## config.mk

```make
export PLATFORM = sky130hd
export DESIGN_NAME = icr_regs
export DESIGN_NICKNAME = d
export VERILOG_FILES = /design/src/logic/icr_drive_decode.v /design/src/logic/icr_regs.v
export VERILOG_INCLUDE_DIRS = /design/src /design/src/logic
export SDC_FILE = /design/constraint.sdc
export NUM_CORES = 1
export LEC_CHECK = 0
export BUFFER_PORTS_ARGS = -buffer_cell sky130_fd_sc_hd__clkbuf_2
export CAP_MARGIN = 30
export CORE_UTILIZATION = 30
export CTS_CLUSTER_SIZE = 10
export DETAILED_ROUTE_END_ITERATION = 10
export GPL_ROUTABILITY_DRIVEN = 0
export MAX_ROUTING_LAYER = met4
export SYNTH_ARGS = -nofsm -noshare
export SYNTH_HDL_FRONTEND = slang
export SYNTH_SLANG_ARGS = --single-unit
```

## constraint.sdc

```tcl
create_clock -name clock -period 2.8 [get_ports clock]
set_input_delay 0.42 -clock clock [delete_from_list [all_inputs] [get_ports clock]]
set_output_delay 0.42 -clock clock [all_outputs]
set_load 0.01 [all_outputs]
```

## src/logic/icr_map.vh

```
// register offsets, field positions, reset values and divide counts of config registers three to six
`ifndef ICR_MAP_VH
`define ICR_MAP_VH

`define ICR_IDX_UART_PIN        8'h03
`define ICR_IDX_POWER_TRI       8'h04
`define ICR_IDX_ECP_THR         8'h05
`define ICR_IDX_FLOPPY          8'h06

`define ICR_RST_UART_PIN        8'h30
`define ICR_RST_POWER_TRI       8'h00
`define ICR_RST_ECP_THR         8'h00
`define ICR_RST_FLOPPY          8'h00

`define ICR_MASK_UART_PIN       8'h33
`define ICR_MASK_POWER_TRI      8'hFF
`define ICR_MASK_ECP_THR        8'h0F
`define ICR_MASK_FLOPPY         8'h78

`define ICR_BIT_SECOND_MIDI     0
`define ICR_BIT_FIRST_MIDI      1
`define ICR_BIT_ADAPTER_SEL     4
`define ICR_BIT_EPP_VERSION     5

`define ICR_BIT_PD_LOW          4
`define ICR_BIT_TRI_LOW         0

`define ICR_THR_MSB             3

`define ICR_BIT_CTRL_PD         3
`define ICR_BIT_PULLUP_DIS      4
`define ICR_BIT_FOUR_DRIVE      5
`define ICR_BIT_PWR_SEL_HIGH    6

`define ICR_DIV_NORMAL          4'hD
`define ICR_DIV_MIDI            4'hC

`endif

```

## src/logic/icr_drive_decode.v

```verilog
// floppy drive select and motor output decoding, two-drive and four-drive forms
`timescale 1ns/1ps
module icr_drive_decode
(
	input  wire       four_drive_select,
	input  wire [3:0] motor_enable,
	input  wire [1:0] drive_select,
	output reg        motor_a_out_n,
	output reg        motor_b_out_n,
	output reg        drive_select_a_out_n,
	output reg        drive_select_b_out_n
);

	always @*
	begin
		motor_a_out_n        = 1'b1;
		motor_b_out_n        = 1'b1;
		drive_select_a_out_n = 1'b1;
		drive_select_b_out_n = 1'b1;
		if (four_drive_select) // RULE10
		begin
			// selects pass straight through even with motors off
			drive_select_a_out_n = drive_select[0]; // RULE12
			drive_select_b_out_n = drive_select[1]; // RULE12
			if (motor_enable == 4'h1 || motor_enable == 4'h2 || motor_enable == 4'h4 || motor_enable == 4'h8)
			begin
				motor_a_out_n = 1'b0; // RULE12
				motor_b_out_n = 1'b0; // RULE12
			end
		end
		else if (motor_enable == 4'h1 && drive_select == 2'h0)
		begin
			motor_a_out_n        = 1'b0; // RULE11
			drive_select_a_out_n = 1'b0; // RULE11
		end
		else if (motor_enable == 4'h2 && drive_select == 2'h1)
		begin
			motor_b_out_n        = 1'b0; // RULE11
			drive_select_b_out_n = 1'b0; // RULE11
		end
	end

endmodule

```

## src/logic/icr_regs.v

```verilog
// index/data reached configuration registers three to six with the logic they steer
//
// Behaviour
// RULE1: second uart divides by 13, or 12
// RULE2: first uart divides by 13, or 12
// RULE3: shared pins: portable enables or game strobes
// RULE4: game dma override bit beats pin select
// RULE5: epp version bit, zero 1.9, one 1.7
// RULE6: power-down bits for four functions
// RULE7: tri-state bits float powered-down function outputs
// RULE8: ecp fifo threshold low nibble, reserved top
// RULE9: third power function select bit here
// RULE10: drive count bit picks two or four
// RULE11: two-drive motor and select decoding
// RULE12: four-drive encoded motor and select decoding
// RULE13: floppy input pull-ups, zero means enabled
// RULE14: floppy controller power-down bit
// RULE15: host enters mode, writes index first
// RULE16: tri-state ignored while function powered
`timescale 1ns/1ps
`include "icr_map.vh"
module icr_regs
(
	input  wire       clock,
	input  wire       resetn,
	input  wire       ext_mode_active,
	input  wire       config_index_port_wr,
	input  wire       config_data_port_wr,
	input  wire       config_data_port_rd,
	input  wire [7:0] io_wdata,
	output reg  [7:0] io_rdata,
	output reg        io_rdata_valid,
	input  wire       game_port_dma_override,
	input  wire [1:0] power_function_select_low_mid,
	input  wire       portable_floppy_enable_in,
	input  wire       portable_extension_enable_in,
	input  wire       game_port_read_in,
	input  wire       game_port_write_in,
	input  wire [3:0] motor_enable,
	input  wire [1:0] drive_select,
	output reg        first_uart_clk_tick,
	output reg        second_uart_clk_tick,
	output reg        pin41_out,
	output reg        pin39_out,
	output reg        adapter_mode_active,
	output reg        epp_version_select,
	output reg  [3:0] function_power_down,
	output reg  [3:0] function_out_enable_n,
	output reg  [3:0] ecp_fifo_threshold,
	output reg  [2:0] power_function_select,
	output reg        floppy_input_pullup_enable,
	output reg        floppy_ctrl_power_down,
	output reg        motor_a_out_n,
	output reg        motor_b_out_n,
	output reg        drive_select_a_out_n,
	output reg        drive_select_b_out_n
);

	reg  [7:0] config_index_port;
	reg  [7:0] uart_clock_pin_function_cfg;
	reg  [7:0] function_power_tristate_cfg;
	reg  [7:0] ecp_fifo_threshold_cfg;
	reg  [7:0] floppy_drive_power_cfg;
	reg  [7:0] next_rdata;
	wire       data_wr;
	wire       wr_uart_pin;
	wire       wr_power_tri;
	wire       wr_ecp_thr;
	wire       wr_floppy;
	wire [1:0] midi_divide;
	wire [1:0] uart_tick;
	wire       effective_adapter;
	wire       dec_motor_a_n;
	wire       dec_motor_b_n;
	wire       dec_select_a_n;
	wire       dec_select_b_n;

	// the port pair is only live in extended function mode; outside it accesses are dropped
	assign data_wr = config_data_port_wr & ext_mode_active; // RULE15

	// one strobe per register; an index outside three to six strobes none, so the write is lost
	assign wr_uart_pin  = data_wr & (config_index_port == `ICR_IDX_UART_PIN);
	assign wr_power_tri = data_wr & (config_index_port == `ICR_IDX_POWER_TRI);
	assign wr_ecp_thr   = data_wr & (config_index_port == `ICR_IDX_ECP_THR);
	assign wr_floppy    = data_wr & (config_index_port == `ICR_IDX_FLOPPY);

	always @(posedge clock or negedge resetn)
	begin
		if (!resetn)
			config_index_port <= 8'h00;
		else if (config_index_port_wr && ext_mode_active)
			config_index_port <= io_wdata; // RULE15
	end

	// reserved bits are never stored, so they read back as zero
	always @(posedge clock or negedge resetn)
	begin
		if (!resetn)
			uart_clock_pin_function_cfg <= `ICR_RST_UART_PIN; // RULE5
		else if (wr_uart_pin)
			uart_clock_pin_function_cfg <= io_wdata & `ICR_MASK_UART_PIN;
	end

	always @(posedge clock or negedge resetn)
	begin
		if (!resetn)
			function_power_tristate_cfg <= `ICR_RST_POWER_TRI;
		else if (wr_power_tri)
			function_power_tristate_cfg <= io_wdata & `ICR_MASK_POWER_TRI;
	end

	always @(posedge clock or negedge resetn)
	begin
		if (!resetn)
			ecp_fifo_threshold_cfg <= `ICR_RST_ECP_THR; // RULE8
		else if (wr_ecp_thr)
			ecp_fifo_threshold_cfg <= io_wdata & `ICR_MASK_ECP_THR; // RULE8
	end

	always @(posedge clock or negedge resetn)
	begin
		if (!resetn)
			floppy_drive_power_cfg <= `ICR_RST_FLOPPY; // RULE9
		else if (wr_floppy)
			floppy_drive_power_cfg <= io_wdata & `ICR_MASK_FLOPPY;
	end

	// read data holds until the next read, so a slow host may sample it late
	always @*
	begin
		next_rdata = 8'h00;
		case (config_index_port)
			`ICR_IDX_UART_PIN:  next_rdata = uart_clock_pin_function_cfg;
			`ICR_IDX_POWER_TRI: next_rdata = function_power_tristate_cfg;
			`ICR_IDX_ECP_THR:   next_rdata = ecp_fifo_threshold_cfg;
			`ICR_IDX_FLOPPY:    next_rdata = floppy_drive_power_cfg;
			default:            next_rdata = 8'h00;
		endcase
	end

	always @(posedge clock or negedge resetn)
	begin
		if (!resetn)
		begin
			io_rdata       <= 8'h00;
			io_rdata_valid <= 1'b0;
		end
		else
		begin
			io_rdata_valid <= config_data_port_rd & ext_mode_active;
			if (config_data_port_rd && ext_mode_active)
				io_rdata <= next_rdata;
		end
	end

	assign midi_divide[0] = uart_clock_pin_function_cfg[`ICR_BIT_FIRST_MIDI];
	assign midi_divide[1] = uart_clock_pin_function_cfg[`ICR_BIT_SECOND_MIDI];

	// one tick per divide period of the core clock; the uart baud logic counts these ticks
	genvar u;
	generate
		for (u = 0; u < 2; u = u + 1)
		begin : uart_div
			reg  [3:0] count;
			wire [3:0] divisor;
			assign divisor     = midi_divide[u] ? `ICR_DIV_MIDI : `ICR_DIV_NORMAL; // RULE1 RULE2
			assign uart_tick[u] = (count >= divisor - 4'h1);
			always @(posedge clock or negedge resetn)
			begin
				if (!resetn)
					count <= 4'h0;
				else if (uart_tick[u])
					count <= 4'h0;
				else
					count <= count + 4'h1;
			end
		end
	endgenerate

	always @(posedge clock or negedge resetn)
	begin
		if (!resetn)
		begin
			first_uart_clk_tick  <= 1'b0;
			second_uart_clk_tick <= 1'b0;
		end
		else
		begin
			first_uart_clk_tick  <= uart_tick[0]; // RULE2
			second_uart_clk_tick <= uart_tick[1]; // RULE1
		end
	end

	// with the override set the shared pins fall back to their portable function
	assign effective_adapter = uart_clock_pin_function_cfg[`ICR_BIT_ADAPTER_SEL] & ~game_port_dma_override; // RULE4

	always @(posedge clock or negedge resetn)
	begin
		if (!resetn)
		begin
			pin41_out           <= 1'b0;
			pin39_out           <= 1'b0;
			adapter_mode_active <= 1'b0;
		end
		else
		begin
			adapter_mode_active <= effective_adapter; // RULE4
			pin41_out           <= effective_adapter ? game_port_read_in : portable_floppy_enable_in; // RULE3
			pin39_out           <= effective_adapter ? game_port_write_in : portable_extension_enable_in; // RULE3
		end
	end

	always @(posedge clock or negedge resetn)
	begin
		if (!resetn)
			epp_version_select <= 1'b1;
		else
			epp_version_select <= uart_clock_pin_function_cfg[`ICR_BIT_EPP_VERSION]; // RULE5
	end

	// index 3 parallel, 2 game, 1 first uart, 0 second uart
	genvar f;
	generate
		for (f = 0; f < 4; f = f + 1)
		begin : func_pwr
			wire pd;
			wire tri_en;
			assign pd     = function_power_tristate_cfg[`ICR_BIT_PD_LOW + f]; // RULE6
			assign tri_en = function_power_tristate_cfg[`ICR_BIT_TRI_LOW + f];
			always @(posedge clock or negedge resetn)
			begin
				if (!resetn)
				begin
					function_power_down[f]   <= 1'b0;
					function_out_enable_n[f] <= 1'b0;
				end
				else
				begin
					function_power_down[f]   <= pd; // RULE6
					// a powered function always drives, whatever its tri-state bit says
					function_out_enable_n[f] <= pd & tri_en; // RULE7 RULE16
				end
			end
		end
	endgenerate

	icr_drive_decode drive_dec
	(
		.four_drive_select    (floppy_drive_power_cfg[`ICR_BIT_FOUR_DRIVE]),
		.motor_enable         (motor_enable),
		.drive_select         (drive_select),
		.motor_a_out_n        (dec_motor_a_n),
		.motor_b_out_n        (dec_motor_b_n),
		.drive_select_a_out_n (dec_select_a_n),
		.drive_select_b_out_n (dec_select_b_n)
	);

	always @(posedge clock or negedge resetn)
	begin
		if (!resetn)
		begin
			ecp_fifo_threshold         <= 4'h0;
			power_function_select      <= 3'h0;
		end
		else
		begin
			ecp_fifo_threshold         <= ecp_fifo_threshold_cfg[`ICR_THR_MSB:0]; // RULE8
			power_function_select      <= {floppy_drive_power_cfg[`ICR_BIT_PWR_SEL_HIGH],
			                               power_function_select_low_mid}; // RULE9
		end
	end

	always @(posedge clock or negedge resetn)
	begin
		if (!resetn)
		begin
			floppy_input_pullup_enable <= 1'b1;
			floppy_ctrl_power_down     <= 1'b0;
		end
		else
		begin
			floppy_input_pullup_enable <= ~floppy_drive_power_cfg[`ICR_BIT_PULLUP_DIS]; // RULE13
			floppy_ctrl_power_down     <= floppy_drive_power_cfg[`ICR_BIT_CTRL_PD]; // RULE14
		end
	end

	// registered so decode hazards never reach the drive cable
	always @(posedge clock or negedge resetn)
	begin
		if (!resetn)
		begin
			motor_a_out_n        <= 1'b1;
			motor_b_out_n        <= 1'b1;
			drive_select_a_out_n <= 1'b1;
			drive_select_b_out_n <= 1'b1;
		end
		else
		begin
			motor_a_out_n        <= dec_motor_a_n; // RULE11 RULE12
			motor_b_out_n        <= dec_motor_b_n; // RULE11 RULE12
			drive_select_a_out_n <= dec_select_a_n; // RULE11 RULE12
			drive_select_b_out_n <= dec_select_b_n; // RULE11 RULE12
		end
	end

endmodule

```

==> key figures, run 1 <==
Setup path
  – Reg2reg start: config_index_port[2]
  – Critical setup path kind: register to register
  – Reg2reg path depth: 4
  – CP Launch Type: register
  – Reg2reg end: ecp_fifo_threshold_cfg[1]
  – Worst Setup SP: config_index_port[2]
  – Worst Path Arrival: 1.94 ns
  – Critical path capture point type: register
  – CP Max Fanout: 9
  – Setup slack, reg-to-reg: 1.09 ns
  – Worst Path Required: 3.03 ns

Clock tree
  – Clk slew on worst S/H paths: 0.08 ns
  – CTS HTree Levels: 3
  – Total CTS buffers: 9
  – Postcts setup bufs: 0
  – Longest Clk Path Bufs: 2
  – CTS tree: yes
  – Post-CTS Resized: 0
  – Clk_lat worst skew: 0.35 ns
  – CTS Sinks: 72
  – Clock Root Buffer: clkbuf_8
  – Hold buffers post-CTS: 0

Floorplan
  – Core area: 9240 um2
  – Die X: 99.9 um
  – Die height: 99.9 um
  – Starting Density: 31.1%
  – Row Count: 35
  – Die ar.: 9970 um2
  – I/O pin cnt: 63

Final layout
  – Final instance area: 3580 um2
  – Area delta synth->final: 24.8%
  – Nets: 316
  – Layout cells sized above 1: 42.0%
  – Commonest non-fill, non-tap cell in the layout: dfrtp_1
  – Commonest cells after routing, fill and taps aside: dfrtp_1, clkbuf_2, mux2_2
  – Ant. Diodes: 0
  – Final non-filler cell total: 415

Place
  – PortBufs: 62
  – Placed Cells incl. Taps: 399
  – Post-DP Area: 3340 um2
  – Pre-CTS setup slack: 1.14 ns
  – DP HPWL: 4.12 mm

Power and ir drop
  – PD cells: 742 nW/um2
  – Power share of the sequential group: 48.2%
  – Clk pwr share: 37.7%
  – Switch Pwr: 685 uW
  – Internal Power: 1980 uW
  – Sw Share: 25.8%
  – Gate power share: 14.1%
  – Leakage: 0.00176 uW
  – Total power: 2660 uW
  – VDD IR max: 0.307 mV

Timing
  – Unrepaired setup endpoints after global routing: no
  – Max-slew headroom: 39.7%
  – Post-layout minimum cycle time: 1.71 ns
  – Worst Skew: 0.0130 ns
  – Worst slew pin tran: 0.905 ns
  – Setup TNS: 0 ns
  – Fin. max-slew vios: 0
  – Final worst path period share: 60.9%
  – Setup ws final: 1.09 ns
  – Final hold vios: 0
  – Fmax: 586 MHz
  – Setup-failing EPs final: 0

Hold path
  – Hold Path Depth: 1
  – Worst hold path class: input pin to register
  – Min-delay src: power_function_select_low_mid[1]
  – Endpoint, Worst Hold: power_function_select[1]

Logic synthesis
  – Seq/Total Area, Yosys: 63.1%
  – Synth warn: 0
  – Async set-reset flop share out of synthesis: 100%
  – Number of flops mapped to enable cells by yosys: 0
  – #FFs+latches synth: 72
  – Synthesized area: 2870 um2
  – Synth area leaders: dfrtp_1, mux2_2, dfstp_2
  – Syn Inst Count: 210
  – Synthesized Nets: 245
  – Post-synth top area share: 55.7%
  – Syn_area_per_cell: 13.7 um2
  – Largest area contributor in the netlist: dfrtp_1
  – Netlist cell types: 41
  – Post-synth top flop: dfrtp_1

Run
  – Max-cap violations: 0

Drt
  – Drt via density: 4.56
  – 1st-iter DRT viols: 82
  – Routed vias: 1892
  – Post-route DRC: 0
  – WL/cell: 14.0 um
  – DR pass1 iterations: 4
  – ANT nets after route: 0
  – Final WL: 5.81 mm

Global route
  – Grt total ovfl: 0
  – Initial antenna violation count: 0
  – Vias in the first global route: 1951
  – Largest net degree at the start of global routing: 73
  – Global-route wire length before repair: 9.50 mm
  – Total track usage: 13.1%

Outcome
  – Outcome: finished clean
worst max-delay path by stage:
stage	endpoint	slack [ns]	cells after the start
detailed placement	ecp_fifo_threshold_cfg[1]	1.14	4
global route	floppy_drive_power_cfg[5]	1.00	4
global placement	ecp_fifo_threshold_cfg[1]	1.13	4
CTS	ecp_fifo_threshold_cfg[1]	1.11	4
floorplan	function_power_tristate_cfg[0]	1.31	4
finish	ecp_fifo_threshold_cfg[1]	1.09	4
stage by stage:
stage,hold WS [ns],utilization (%)
6_report,0.168,38.8
5_1_grt,0.150,38.8
4_1_cts,0.153,38.8
3_5_place_dp,0.375,36.1
3_3_place_gp,0.372,36.1
2_1_floorplan,0.124,-
area by class of cell:
type	instances	area, um2
Multi-Input combinational cell	129	1030
Tap cell	129	161
Clock buffer	11	141
Clock inverter	5	105
Timing Repair Buffer	62	313
Inverter	7	26.3
Fill cell	886	5660
Sequential cell	72	1810
metal layers:
| metal | wire length [um] | global-route usage (%) | up-vias |
|---|---|---|---|
| met5 | 0 | - | - |
| met4 | 93 | 5.20 | 0 |
| met3 | 370 | 4.67 | 11 |
| met2 | 2660 | 19.9 | 58 |
| met1 | 2680 | 15.8 | 938 |
| li1 | - | - | 885 |
kinds of logic after synthesis:
logic type | count (synthesis) | synth area share [%]
AO/OA/AOI/OAI | 26 | 6.45
XOR/XNOR | 3 | 0.915
adder cells (fa/ha/maj) | 8 | 3.48
buffers and inverters | 9 | 1.22
flip-flops | 72 | 63.1
multiplexers | 35 | 13.5
AND/OR/NAND/NOR | 57 | 11.4
sequential cells by signal, summed over array words and instances (netlist names), 3 cells and up:
signal                       flops
config_index_port                8
ecp_fifo_threshold               4
ecp_fifo_threshold_cfg           4
floppy_drive_power_cfg           4
function_out_enable_n            4
function_power_down              4
function_power_tristate_cfg      8
io_rdata                         8
power_function_select            3
uart_clock_pin_function_cfg      4
uart_div.count                   8
power by group through the flow:
stage               logic (uW)  clock network [uW]  registers [uW]
finish                     376                1000            1280
CTS                        384                1030            1280
global placement           363                   0            1300
global route               433                1070            1300
detailed placement         380                   0            1300
floorplan                  257                   0            1280
Yosys cell counts (2+ instances only):
cell      instances
a211oi_1          2
a21boi_0          2
a22o_1            5
and2_1            4
dfrtp_1          64
dfstp_2           8
ha_1              8
inv_1             7
mux2_2           30
mux2i_1           5
nand2_1          11
nand2b_1          3
nand3_1           8
nor2_1           12
nor2b_1           4
nor3b_1           2
o211ai_1          3
o21ai_0           7
o31ai_1           2
xnor2_1           2
critical path, stage by stage (launching register included):
cell and delay [ns]:
dfrtp_1 0.49, nor4b_4 0.30, and4_4 0.28, nand3b_2 0.17, mux2_2 0.33
(Power assumes the default switching activity.)
==> inputs of run 2 (changes only) <==
- ABC_AREA: unset -> 1
- clock period: 2.8 -> 1.5 ns (I/O delays scaled with it)
==> key figures, run 2 <==
Logic synthesis
  – Synth cell count leaders: nand2_1, dfrtp_1, inv_1, nand3_1, o21ai_0
  – Most frequent cell after synthesis: nand2_1
  – Post-synth top flop: dfrtp_1
  – Number of flops mapped to enable cells by yosys: 0 (unchanged)
  – Largest area contributor in the netlist: dfrtp_1
  – Synthesized Nets: 335 (+37%)
  – Post-synth top area share: 53.7% (-2.0 points)
  – Synth warn: 0 (unchanged)
  – Syn_area_per_cell: 9.93 um2 (-27%)
  – Syn Inst Count: 300 (+43%)
  – Async set-reset flop share out of synthesis: 100% (unchanged)
  – Netlist cell types: 25 (-39%)
  – Seq/Total Area, Yosys: 60.8% (-2.3 points)
  – Synth area leaders: dfrtp_1, nand2_1, dfstp_2
  – Synthesized area: 2980 um2 (+3.7%)
  – #FFs+latches synth: 72 (unchanged)

Clock tree
  – CTS HTree Levels: 3 (unchanged)
  – CTS tree: yes
  – Clock Root Buffer: clkbuf_8
  – Total CTS buffers: 9 (unchanged)
  – Longest Clk Path Bufs: 2 (unchanged)
  – Clk_lat worst skew: 0.35 ns (about the same)
  – Clk slew on worst S/H paths: 0.07 ns (about the same)
  – CTS Sinks: 72 (unchanged)

Final layout
  – Nets: 416 (+32%)
  – Layout cells sized above 1: 31.6% (-10 points)
  – Commonest non-fill, non-tap cell in the layout: nand2_1
  – Area of the multi-input gates: 1040 um2 (+0.98%)
  – Storage cell area: 1810 um2 (about the same)
  – Final non-filler cell total: 519 (+25%)
  – FILL cells: 947 (+6.9%)
  – Commonest cells after routing, fill and taps aside: nand2_1, dfrtp_1, clkbuf_2
  – Final instance area: 3800 um2 (+6.0%)
  – Area delta synth->final: 27.5%
  – Ant. Diodes: 0 (unchanged)

Power and ir drop
  – PD cells: 1340 nW/um2 (+80%)
  – Leakage: 0.00198 uW (+12%)
  – VDD IR max: 0.438 mV (+43%)

Timing
  – Setup ws final: 0.0943 ns (-0.999 ns)
  – Max-slew headroom: 71.6% (+32 points)
  – Fin. max-slew vios: 0 (unchanged)
  – Unrepaired setup endpoints after global routing: yes
  – Hold slack: 0.0683 ns (-0.0999 ns)
  – Worst slew pin tran: 0.425 ns (-0.479 ns)
  – Final worst path period share: 93.7% (+33 points)
  – Post-layout minimum cycle time: 1.41 ns (-0.301 ns)
  – Final hold vios: 0 (unchanged)
  – Worst Skew: 0.00920 ns (-0.00382 ns)
  – Fmax: 711 MHz (+21%)
  – Setup-failing EPs final: 0 (unchanged)

Global route
  – Initial antenna violation count: 0 (unchanged)
  – Vias in the first global route: 2164 (+11%)
  – Grt total ovfl: 0 (unchanged)
  – GR Util met1: 17.4% (+1.6 points)
  – Met3 usage: 4.35% (-0.32 points)
  – Largest net degree at the start of global routing: 73 (unchanged)
  – Total track usage: 13.8% (+0.74 points)
  – Met2 usage: 20.2% (+0.27 points)
  – Busiest grt layer: met2
  – Global-route wire length before repair: 10.3 mm (+8.3%)

Hold path
  – Worst hold path class: input pin to register

Place
  – Placed Cells incl. Taps: 497 (+25%)
  – Post-DP Area: 3510 um2 (+5.1%)
  – PortBufs: 62 (unchanged)
  – Pre-CTS setup slack: 0.0168 ns (-1.12 ns)
  – DP HPWL: 4.46 mm (+8.1%)

Drt
  – WL/cell: 12.0 um (-14%)
  – Drt via density: 4.34 (-4.8%)
  – ANT nets after route: 0 (unchanged)
  – Post-route DRC: 0 (unchanged)
  – Routed vias: 2252 (+19%)
  – DR pass1 iterations: 4 (unchanged)
  – Final WL: 6.25 mm (+7.6%)
  – 1st-iter DRT viols: 90 (+9.8%)

Floorplan
  – Starting Density: 30.8% (-0.31 points)
  – Die X: 102 um (+1.8%)
  – I/O pin cnt: 63 (unchanged)
  – Die height: 102 um (+1.8%)
  – Row Count: 36 (+2.9%)
  – Die ar.: 10300 um2 (+3.7%)
  – Core area: 9680 um2 (+4.8%)

Setup path
  – CP Max Fanout: 5 (-4)
  – Critical path capture point type: register
  – Critical setup path kind: register to register
  – CP Launch Type: register
  – Worst Path Required: 1.78 ns (-1.25 ns)
  – Worst Path Arrival: 1.68 ns (-0.26 ns)

Outcome
  – Outcome: finished clean

Run
  – Max-cap violations: 0 (unchanged)
[run 2: cell types whose count changed in the layout (fill, tap and decap cells not counted), sizes merged, moves of 5 or more]
| cell | delta |
|---|---|
| nand3 | +28 |
| buf | +8 |
| nor2 | +8 |
| mux2i | -5 |
| inv | +32 |
| mux2 | -30 |
| o21ai | +23 |
| nand2 | +66 |
| a22o | -5 |
[run 2: power breakdown]
part | switching (uW) | leakage, uW | internal, uW | total [uW]
sequential | 245 | 0.000930 | 2270 | 2510
clock | 703 | 0.0000993 | 810 | 1510
combinational | 586 | 0.000948 | 483 | 1070
[run 2: layout make-up]
type / instances / area share [%]
Sequential cell: 72 / 47.7
Multi-Input combinational cell: 185 / 27.3
Timing Repair Buffer: 73 / 11.5
Tap cell: 133 / 4.38
Inverter: 40 / 3.95
Clock buffer: 11 / 3.72
Clock inverter: 5 / 1.48
[run 2: logic make-up after synthesis]
group	share of synthesized area, %
buf+inv	6.04
simple gates	21.3
flops	60.8
xor+xnor	1.18
fa+ha+maj	3.36
compound gates	7.30
[run 2: metal layers]
layer  routed length [um]  vias up
met5                    0        -
met4                  101        0
met3                  330        7
met2                 2940       59
met1                 2880     1059
li1                     -     1127
[run 2: path summary, 6_finish.rpt]
path                                                start                         end  slack (ns)  cells past startpoint
max                        uart_clock_pin_function_cfg[0]        uart_div[1].count[0]        0.09                      7
min                                game_port_dma_override         adapter_mode_active        0.07                      2
max reg2reg                uart_clock_pin_function_cfg[0]        uart_div[1].count[0]        0.09                      7
min reg2reg                uart_clock_pin_function_cfg[5]          epp_version_select        0.39                      0
max in group asynchronous                          resetn  floppy_input_pullup_enable        0.74                      3
min in group asynchronous                          resetn   ecp_fifo_threshold_cfg[0]        0.44                      3
[run 2: metrics by stage]
stage,power [uW],setup TNS [ns],utilization [%]
floorplan,3140,0,-
global placement,3480,0,36.2
detailed placement,3540,0,36.2
CTS,5100,0,38.6
global route,5460,-0.00815,39.3
finish,5090,0,39.3
[run 2: what timing repair did]
item,in CTS,in global routing
setup endpoints to repair,2,13
cloned,0,1
buffers inserted,0,2
pin swaps,0,6
hold endpoints to repair,66,0
hold buffers,3,0
resized for setup,1,7
[run 2: worst max-delay path, cell delays in order (launching register included)]
cell and delay (ns):
dfrtp_2 0.44, inv_2 0.07, ha_4 0.20, inv_2 0.05, nor2_1 0.03, o211ai_1 0.24, nand3_2 0.17, nor2_1 0.13
